--- config.mk ---
export PLATFORM = sky130hd
export DESIGN_NAME = att_regs
export DESIGN_NICKNAME = d
export VERILOG_FILES = /design/src/hw/att_pkg.sv /design/src/hw/att_regs.sv
export SDC_FILE = /design/constraint.sdc
export NUM_CORES = 1
export LEC_CHECK = 0
export BUFFER_PORTS_ARGS = -buffer_cell sky130_fd_sc_hd__buf_2
export CORE_MARGIN = 3
export CORE_UTILIZATION = 40
export DETAILED_ROUTE_END_ITERATION = 16
export PLACE_DENSITY_LB_ADDON = 0.12
export SYNTH_ARGS = -nofsm -noshare
export SYNTH_HDL_FRONTEND = slang
export SYNTH_SLANG_ARGS = --single-unit
--- constraint.sdc ---
create_clock -name pclk -period 1.96 [get_ports pclk]
set_input_delay 0.098 -clock pclk [delete_from_list [all_inputs] [get_ports pclk]]
set_output_delay 0.098 -clock pclk [all_outputs]
set_load 0.05 [all_outputs]
--- src/hw/att_pkg.sv ---
// Purpose: Constants for aperture translation and AGP slice timer
// Assumes: APB, 32-bit data, byte addresses
// Notes: Offsets of size/base/control registers are local choices
package att_pkg;
  localparam logic [7:0] ATT_OFF_CTRL = 8'hB0;
  localparam logic [7:0] ATT_OFF_SIZE = 8'hB4;
  localparam logic [7:0] ATT_OFF_TTB = 8'hB8;
  localparam logic [7:0] ATT_OFF_MTT = 8'hBC;
  localparam logic [7:0] ATT_OFF_APB = 8'hC0;
  localparam logic [7:0] ATT_OFF_STAT = 8'hC8;
  localparam int ATT_CTRL_EN_BIT = 7;
  localparam int ATT_TTB_LSB = 12;
  localparam int ATT_APB_LSB = 22;
  localparam int ATT_APB_MSB = 27;
  localparam int ATT_MTT_LSB = 3;
  localparam int ATT_TLB_N = 8;
  localparam logic [5:0] ATT_SIZE_RST = 6'h00;
  localparam logic [19:0] ATT_TTB_RST = 20'h00000;
  localparam logic [4:0] ATT_MTT_RST = 5'h00;
  localparam logic [31:0] ATT_ERR_DATA = 32'h00000000;
  typedef enum logic [1:0] {
    ATT_OWN_MASTER = 2'b01,
    ATT_OWN_HOST = 2'b10
  } att_owner_t;
endpackage : att_pkg

--- src/hw/att_regs.sv ---
// Purpose: Aperture size/base, translation table base, lookaside control and AGP slice timer
// Assumes: APB slave, single clock pclk, presetn asynchronous active low
// Notes: Timer counts pclk as the AGP clock tick
// Notes: Status word is read-only; a write to it answers with an error
// Notes: Aperture base is stored already masked, so widening the mask shows zeros
// Notes: Every access takes one wait state; ready and data stand for one cycle
//
// Overview of operation
// Size mask bit zero forces matching aperture base bit 27:22 to zero.
// Software writes only contiguous top-down mask patterns, 4 MB to 256 MB.
// Size mask resets to zero, giving fixed-zero base bits and 256 MB.
// Table base holds pointer in bits 31:12; bits 11:0 read zero.
// Table pointer is a 4-kB aligned address, low twelve bits zero.
// Translation logic fetches entries from table pointer plus entry index.
// Table pointer writes accepted at any time.
// Software should change table pointer only while lookaside buffer disabled.
// Lookaside enable zero clears the valid bit of every entry.
// Owner keeps bus for programmed slice; grant moves only after expiry. The code also hands over early when the owner drops its request.
// Slice applies equally to AGP master and host bridge.
// Timer resets to 00h; zero disables the slice mechanism.
// Count in bits 7:3, steps of eight clocks; bits 2:0 read zero.
// Slice counter reloads on ownership change, decrements each clock.
//
// Local design decision: the APB slave port.
`timescale 1ns/1ns
module att_regs
  import att_pkg::*;
(
  // Clock and reset
  input wire logic pclk,
  input wire logic presetn,
  // Register bus
  input wire logic psel,
  input wire logic penable,
  input wire logic pwrite,
  input wire logic [7:0] paddr,
  input wire logic [31:0] pwdata,
  output logic [31:0] prdata,
  output logic pready,
  output logic pslverr,
  // Requests from the two bus agents
  input wire logic master_req,
  input wire logic host_req,
  // Translation and lookaside side
  input wire logic [9:0] xlate_index,
  input wire logic tlb_fill,
  input wire logic [2:0] tlb_fill_slot,
  output logic [31:0] xlate_fetch_addr,
  output logic [ATT_TLB_N-1:0] tlb_valid,
  // Arbiter state
  output logic [1:0] bus_grant,
  output logic slice_active
);

  typedef struct packed {
    logic [31:0] prdata;
    logic pready;
    logic pslverr;
    logic [5:0] aperture_size_mask;
    logic [5:0] aperture_base_address;
    logic [19:0] table_pointer_field;
    logic [4:0] slice_count_value;
    logic tlb_enable;
    logic [ATT_TLB_N-1:0] valid;
    logic [31:0] fetch_addr;
    att_owner_t owner;
    logic [7:0] slice_cnt;
    logic slice_active;
  } att_state_t;

  att_state_t st_r;
  att_state_t st_nxt;

  // Decoded strobes and arbiter terms
  logic wr_en;
  logic rd_en;
  logic other_req;
  logic own_req;
  logic slice_done;
  logic [7:0] slice_len;

  ////////////////////////////////////////////////////////////////////////
  // Bus decode
  assign wr_en = psel && penable && pwrite && !st_r.pready;
  assign rd_en = psel && penable && !pwrite && !st_r.pready;
  // Slice length in clocks equals the register value itself
  assign slice_len = {st_r.slice_count_value, 3'b000};
  // Current owner and the waiting agent, same treatment for both
  assign own_req = (st_r.owner == ATT_OWN_MASTER) ? master_req : host_req;
  assign other_req = (st_r.owner == ATT_OWN_MASTER) ? host_req : master_req;
  // Slice spent
  assign slice_done = (st_r.slice_cnt == 8'h00);

  ////////////////////////////////////////////////////////////////////////
  // Next state
  always_comb begin
    // Default: hold all state, bus answer idle
    st_nxt = st_r;
    st_nxt.pready = 1'b0;
    st_nxt.pslverr = 1'b0;
    st_nxt.prdata = ATT_ERR_DATA;
    if (wr_en) begin
      // Write lands with the ready pulse
      st_nxt.pready = 1'b1;
      case (paddr)
        ATT_OFF_CTRL: begin
          // Lookaside enable, flushes while zero
          st_nxt.tlb_enable = pwdata[ATT_CTRL_EN_BIT];
        end
        ATT_OFF_SIZE: begin
          // Mask stored as written, no contiguity check
          st_nxt.aperture_size_mask = pwdata[5:0];
        end
        ATT_OFF_TTB: begin
          // Pointer may change at any time
          st_nxt.table_pointer_field = pwdata[31:ATT_TTB_LSB];
        end
        ATT_OFF_MTT: begin
          // Only the count bits are kept
          st_nxt.slice_count_value = pwdata[7:ATT_MTT_LSB];
        end
        ATT_OFF_APB: begin
          // Masked further down in this process
          st_nxt.aperture_base_address = pwdata[ATT_APB_MSB:ATT_APB_LSB];
        end
        ATT_OFF_STAT: begin
          // Status is read-only
          st_nxt.pslverr = 1'b1;
        end
        default: begin
          // No register here
          st_nxt.pslverr = 1'b1;
        end
      endcase
    end else if (rd_en) begin
      // Read answer, reserved bits zero
      st_nxt.pready = 1'b1;
      case (paddr)
        ATT_OFF_CTRL: begin
          // Enable sits in bit 7
          st_nxt.prdata = {24'h000000, st_r.tlb_enable, 7'h00};
        end
        ATT_OFF_SIZE: begin
          // Six mask bits
          st_nxt.prdata = {26'h0000000, st_r.aperture_size_mask};
        end
        ATT_OFF_TTB: begin
          // Pointer with low twelve bits zero
          st_nxt.prdata = {st_r.table_pointer_field, 12'h000};
        end
        ATT_OFF_MTT: begin
          // Count bits, low three zero
          st_nxt.prdata = {24'h000000, slice_len};
        end
        ATT_OFF_APB: begin
          // Masked base bits read as zero
          st_nxt.prdata = {4'h0, st_r.aperture_base_address & st_r.aperture_size_mask,
                           22'h000000};
        end
        ATT_OFF_STAT: begin
          // Owner and live slice counter
          st_nxt.prdata = {22'h000000, st_r.owner, st_r.slice_cnt};
        end
        default: begin
          // No register here
          st_nxt.pslverr = 1'b1;
        end
      endcase
    end
    // Base bits under a zero mask bit are held at zero
    st_nxt.aperture_base_address = st_nxt.aperture_base_address & st_nxt.aperture_size_mask;
    // Lookaside valid bits: fill when enabled, flush when disabled
    if (!st_r.tlb_enable) begin
      st_nxt.valid = '0;
    end else if (tlb_fill) begin
      st_nxt.valid[tlb_fill_slot] = 1'b1;
    end
    // Entry fetch address from aligned table base
    st_nxt.fetch_addr = {st_r.table_pointer_field, 12'h000} + {20'h00000, xlate_index, 2'b00};
    // Arbiter: keep owner until slice expires or owner idles
    if (st_r.slice_cnt != 8'h00) begin
      st_nxt.slice_cnt = st_r.slice_cnt - 8'h01;
    end
    if (other_req && (slice_len == 8'h00 || slice_done || !own_req)) begin
      case (st_r.owner)
        ATT_OWN_MASTER: st_nxt.owner = ATT_OWN_HOST;
        ATT_OWN_HOST: st_nxt.owner = ATT_OWN_MASTER;
        default: st_nxt.owner = ATT_OWN_MASTER;
      endcase
      // New owner gets a full slice
      st_nxt.slice_cnt = slice_len;
    end
    // Registered flag so the output comes from a flip-flop
    st_nxt.slice_active = (st_nxt.slice_cnt != 8'h00);
  end

  ////////////////////////////////////////////////////////////////////////
  // State register
  always_ff @(posedge pclk or negedge presetn) begin
    if (!presetn) begin
      // Everything cleared, master owns the bus
      st_r <= '0;
      st_r.aperture_size_mask <= ATT_SIZE_RST;
      st_r.table_pointer_field <= ATT_TTB_RST;
      st_r.slice_count_value <= ATT_MTT_RST;
      st_r.owner <= ATT_OWN_MASTER;
    end else begin
      st_r <= st_nxt;
    end
  end

  ////////////////////////////////////////////////////////////////////////
  // Outputs
  assign prdata = st_r.prdata;
  assign pready = st_r.pready;
  assign pslverr = st_r.pslverr;
  assign xlate_fetch_addr = st_r.fetch_addr;
  assign tlb_valid = st_r.valid;
  assign bus_grant = st_r.owner;
  assign slice_active = st_r.slice_active;

  ////////////////////////////////////////////////////////////////////////
  // Checks
  // Stored base never holds a bit under a zero mask bit
  base_mask_a: assert property (@(posedge pclk) disable iff (!presetn)
    (st_r.aperture_base_address & ~st_r.aperture_size_mask) == 6'h00)
    else $error("base bit set under zero mask");

  // Table base read shows zero low bits
  ttb_low_zero_a: assert property (@(posedge pclk) disable iff (!presetn)
    (st_r.pready && $past(rd_en) && $past(paddr) == ATT_OFF_TTB) |-> prdata[11:0] == 12'h000)
    else $error("table base low bits not zero");

  // Fetch address follows pointer and index of the cycle before
  fetch_align_a: assert property (@(posedge pclk) disable iff (!presetn)
    $stable(st_r.table_pointer_field) && $stable(xlate_index) |=>
    xlate_fetch_addr == {$past(st_r.table_pointer_field), 12'h000} + {20'h00000, $past(xlate_index), 2'b00})
    else $error("fetch address wrong");

  // Pointer write lands one cycle later
  ttb_write_a: assert property (@(posedge pclk) disable iff (!presetn)
    (wr_en && paddr == ATT_OFF_TTB) |=> st_r.table_pointer_field == $past(pwdata[31:12]))
    else $error("table base write lost");

  // Disabled lookaside holds no valid entry
  tlb_flush_a: assert property (@(posedge pclk) disable iff (!presetn)
    !st_r.tlb_enable |=> tlb_valid == '0)
    else $error("lookaside not flushed");

  // Owner keeps the bus during its slice
  slice_hold_a: assert property (@(posedge pclk) disable iff (!presetn)
    (st_r.slice_cnt != 8'h00 && own_req && slice_len != 8'h00) |=> $stable(bus_grant))
    else $error("grant moved during slice");

  // Handover loads a full slice
  slice_reload_a: assert property (@(posedge pclk) disable iff (!presetn)
    $changed(bus_grant) |-> st_r.slice_cnt == $past(slice_len))
    else $error("slice not reloaded");

  // Zero timer hands over at once
  zero_disable_a: assert property (@(posedge pclk) disable iff (!presetn)
    (slice_len == 8'h00 && other_req) |=> $changed(bus_grant))
    else $error("zero timer did not disable slice");

  // Timer read shows zero low bits
  mtt_read_a: assert property (@(posedge pclk) disable iff (!presetn)
    (st_r.pready && $past(rd_en) && $past(paddr) == ATT_OFF_MTT) |-> prdata[2:0] == 3'b000)
    else $error("timer low bits not zero");

  // Timer write keeps only the count bits
  mtt_write_a: assert property (@(posedge pclk) disable iff (!presetn)
    (wr_en && paddr == ATT_OFF_MTT) |=> st_r.slice_count_value == $past(pwdata[7:3]))
    else $error("timer write lost");

  // Size mask write lands one cycle later
  size_write_a: assert property (@(posedge pclk) disable iff (!presetn)
    (wr_en && paddr == ATT_OFF_SIZE) |=> st_r.aperture_size_mask == $past(pwdata[5:0]))
    else $error("size mask write lost");

  // Base read shows only bits 27:22
  base_read_a: assert property (@(posedge pclk) disable iff (!presetn)
    (st_r.pready && $past(rd_en) && $past(paddr) == ATT_OFF_APB) |->
    (prdata[31:28] == 4'h0 && prdata[21:0] == 22'h000000))
    else $error("base read outside field");

  // Exactly one agent owns the bus
  grant_onehot_a: assert property (@(posedge pclk) disable iff (!presetn)
    bus_grant == ATT_OWN_MASTER || bus_grant == ATT_OWN_HOST)
    else $error("grant not one owner");

  // Counter steps down by one while nobody waits
  count_down_a: assert property (@(posedge pclk) disable iff (!presetn)
    (st_r.slice_cnt != 8'h00 && !other_req) |=> st_r.slice_cnt == $past(st_r.slice_cnt) - 8'h01)
    else $error("slice counter did not step");

  // Active flag matches the live counter
  active_flag_a: assert property (@(posedge pclk) disable iff (!presetn)
    slice_active == (st_r.slice_cnt != 8'h00))
    else $error("slice flag wrong");

  // Ready is a single-cycle pulse
  ready_pulse_a: assert property (@(posedge pclk) disable iff (!presetn)
    pready |=> !pready)
    else $error("ready held too long");

  // Error only comes with ready
  err_ready_a: assert property (@(posedge pclk) disable iff (!presetn)
    pslverr |-> pready)
    else $error("error without ready");

endmodule : att_regs
==> results_dict.tcl <==
set metrics [dict create \
    yosysWarningCount 0 \
    nNetsFinal 610 \
    outcome "finished, violations left" \
    grt_util_all_layers_pct 16.6 \
    path_max_fanout 7 \
    start_util_pct 41.3 \
    synth.avg_cell_area_um2 12.6 \
    startpoint_type "flop" \
    placed_area_um2 5620 \
    yosysSeqAreaShare_pct 59.3 \
    htree_levels 4 \
    hold_depth 3 \
    wl_mm 10.8 \
    yosysMostFrequentCell "dfrtp_1" \
    vias 3320 \
    hpwl_mm 7.42 \
    slew_headroom_pct 49.2 \
    rsz0062_at_grt "true" \
    setup_slack_ns -0.0471 \
    violations "setup timing" \
    die_x_um 118 \
    worstMarginPinSlew_ns 0.757 \
    postLayoutCoreUtil_pct 54.4 \
    post-place-ws_ns -0.117 \
    hold_violations 0 \
    firstDrtPassIters 4 \
    syn2layout_area_growth_pct 31.8 \
    yosys-top-cells-area "dfrtp_1, buf_4, mux2_2" \
    synth_flop_cell "dfrtp_1" \
    synth_top_area_share_pct 58.8 \
    synth-seq-cells 119 \
    antenna_found_initial 0 \
    drive_above_1_share_pct 45.2 \
    dp_cells 653 \
    setup_viol 1 \
    grt_max_degree 51 \
    synthTopCellsByCount "dfrtp_1, buf_4, mux2_2" \
    grt_pass1_wl_mm 18.0 \
    overflow 0 \
    arrival_ns 2.28 \
    rows 40 \
    clk_latency_ns 0.41 \
    clkTransAtPathRegs_ns 0.05 \
    synth-edff-count 0 \
    die_h_um 118 \
    cts_tree "yes" \
    power_density_nw_per_um2 1030 \
    num_antenna_cells 0 \
    dieArea_um2 13900 \
    synth_area_um2 5020 \
    drc 0 \
    crit_path_end_kind "flop" \
    yosysTopAreaCell "dfrtp_1" \
    fin_skew_ns 0.00676 \
    antenna_left 0 \
    r2r_slack_ns -0.05 \
    grt_pass1_vias 3476 \
    final.period_utilization_pct 102 \
    max_freq_ghz 0.498 \
    cts_buffers 17 \
    worst-r2r-cell-count 6 \
    clock_path_buffers 2 \
    leakage_nw 3.45 \
    fin_area_um2 6620 \
    max-cap-violations 0 \
    routabilityCongestion 0.861 \
    vdd_drop_max_mv 0.498 \
    clock-sinks 119 \
    portBuffers 129 \
    whs_ns 0.0580 \
    critical_path_class "flop to flop" \
    fin_cells 726 \
    tns_ns -0.0471 \
    ys_types 52 \
    netlist_instances 400 \
    maxSlewViolCount 0 \
    avgRoutedWirePerCell_um 14.9 \
    period_needed_ns 2.01 \
    hp-class "primary input to flop" \
    required_ns 2.24 \
    clock-root-buffer "clkbuf_16" \
    synthArstFlopShare_pct 100 \
    first_iter_violations 144 \
    coreArea_um2 12200 \
    ios 138 \
    total_power_mw 6.84 \
    viasPerCell 4.57 \
]
## kinds of logic (layout without fill, tap and decap cells)
| family | count (synthesis) | after routing | synth area share, % |
|---|---|---|---|
| buf+inv | 88 | 243 | 12.3 |
| compound gates | 44 | 44 | 6.95 |
| mux | 40 | 40 | 8.92 |
| simple gates | 101 | 101 | 11.0 |
| flops | 119 | 119 | 59.3 |
| xor+xnor | 5 | 5 | 0.872 |
| other cells | 1 | 4 | 0.0747 |
| fa+ha+maj | 2 | 2 | 0.498 |
## report_power, final
| part | total, mW | switching [mW] | internal, mW |
|---|---|---|---|
| sequential | 2.64 | 0.0742 | 2.57 |
| clock | 2.85 | 1.04 | 1.81 |
| combinational | 1.34 | 0.682 | 0.657 |
## critical path, stage by stage (launching register included)
cell	delay, ns
dfrtp_1	0.38
or4_4	0.55
or3_4	0.37
a41o_4	0.26
nor2_4	0.09
a31oi_2	0.04
nand4bb_1	0.19
## cells in the final DEF, fill, tap and decap left out, drive strengths merged, types with 3 or more instances in the layout
master / netlist / final
mux2: 38 / 38
o21ai: 3 / 3
xnor2: 3 / 3
nor3: 8 / 8
clkinv: 0 / 5
o21a: 9 / 9
and3: 3 / 3
nor2b: 3 / 3
nand2b: 5 / 5
clkinvlp: 0 / 3
nor2: 27 / 27
a21oi: 6 / 6
nand2: 16 / 16
conb: 1 / 4
dlygate4sd3: 0 / 41
a22oi: 4 / 4
inv: 6 / 6
nor4: 5 / 5
and2: 21 / 21
a32o: 7 / 7
dfrtp: 118 / 118
a222oi: 3 / 3
clkbuf: 7 / 21
buf: 75 / 166
o22ai: 3 / 3
## state kept, by name, indices dropped and copies added, names as in the netlist
name              cells
slice_len             5
bus_grant             2
slice_active          1
pready                1
st_r                 41
tlb_valid             8
pslverr               1
xlate_fetch_addr     30
prdata               30
## layout make-up
cell class	count	area, um2
fill	1070	5540
sequential	119	2980
multi-input combinational	196	1470
timing repair buffer	207	1390
clock buffer	21	470
tap	168	210
clock inverter	9	77.6
inverter	6	22.5
## routing by layer
metal  routed length [um]  global-route usage (%)  vias up
met3                  552                    5.53       12
met4                  159                    6.81        0
met2                 5320                    26.4      103
met1                 4770                    21.0     1618
met5                    0                       0        -
li1                     -                       -     1587
## worst paths after layout
check | startpoint | endpoint
min reg2reg | st_r[73] | xlate_fetch_addr[28]
min | tlb_fill_slot[0] | tlb_valid[4]
max in group asynchronous | presetn | xlate_fetch_addr[10]
max reg2reg | st_r[7] | slice_active
min in group asynchronous | presetn | xlate_fetch_addr[27]
max | st_r[7] | slice_active
## timing repair
action | CTS | global route
buffers inserted | 0 | 2
endpoints found under the hold margin | 77 | 0
resized for setup | 2 | 4
endpoints found under the setup margin | 4 | 12
gates cloned | 0 | 0
pin swaps | 2 | 5
hold buffers | 41 | 0
Power figures use the tool's default switching activity.
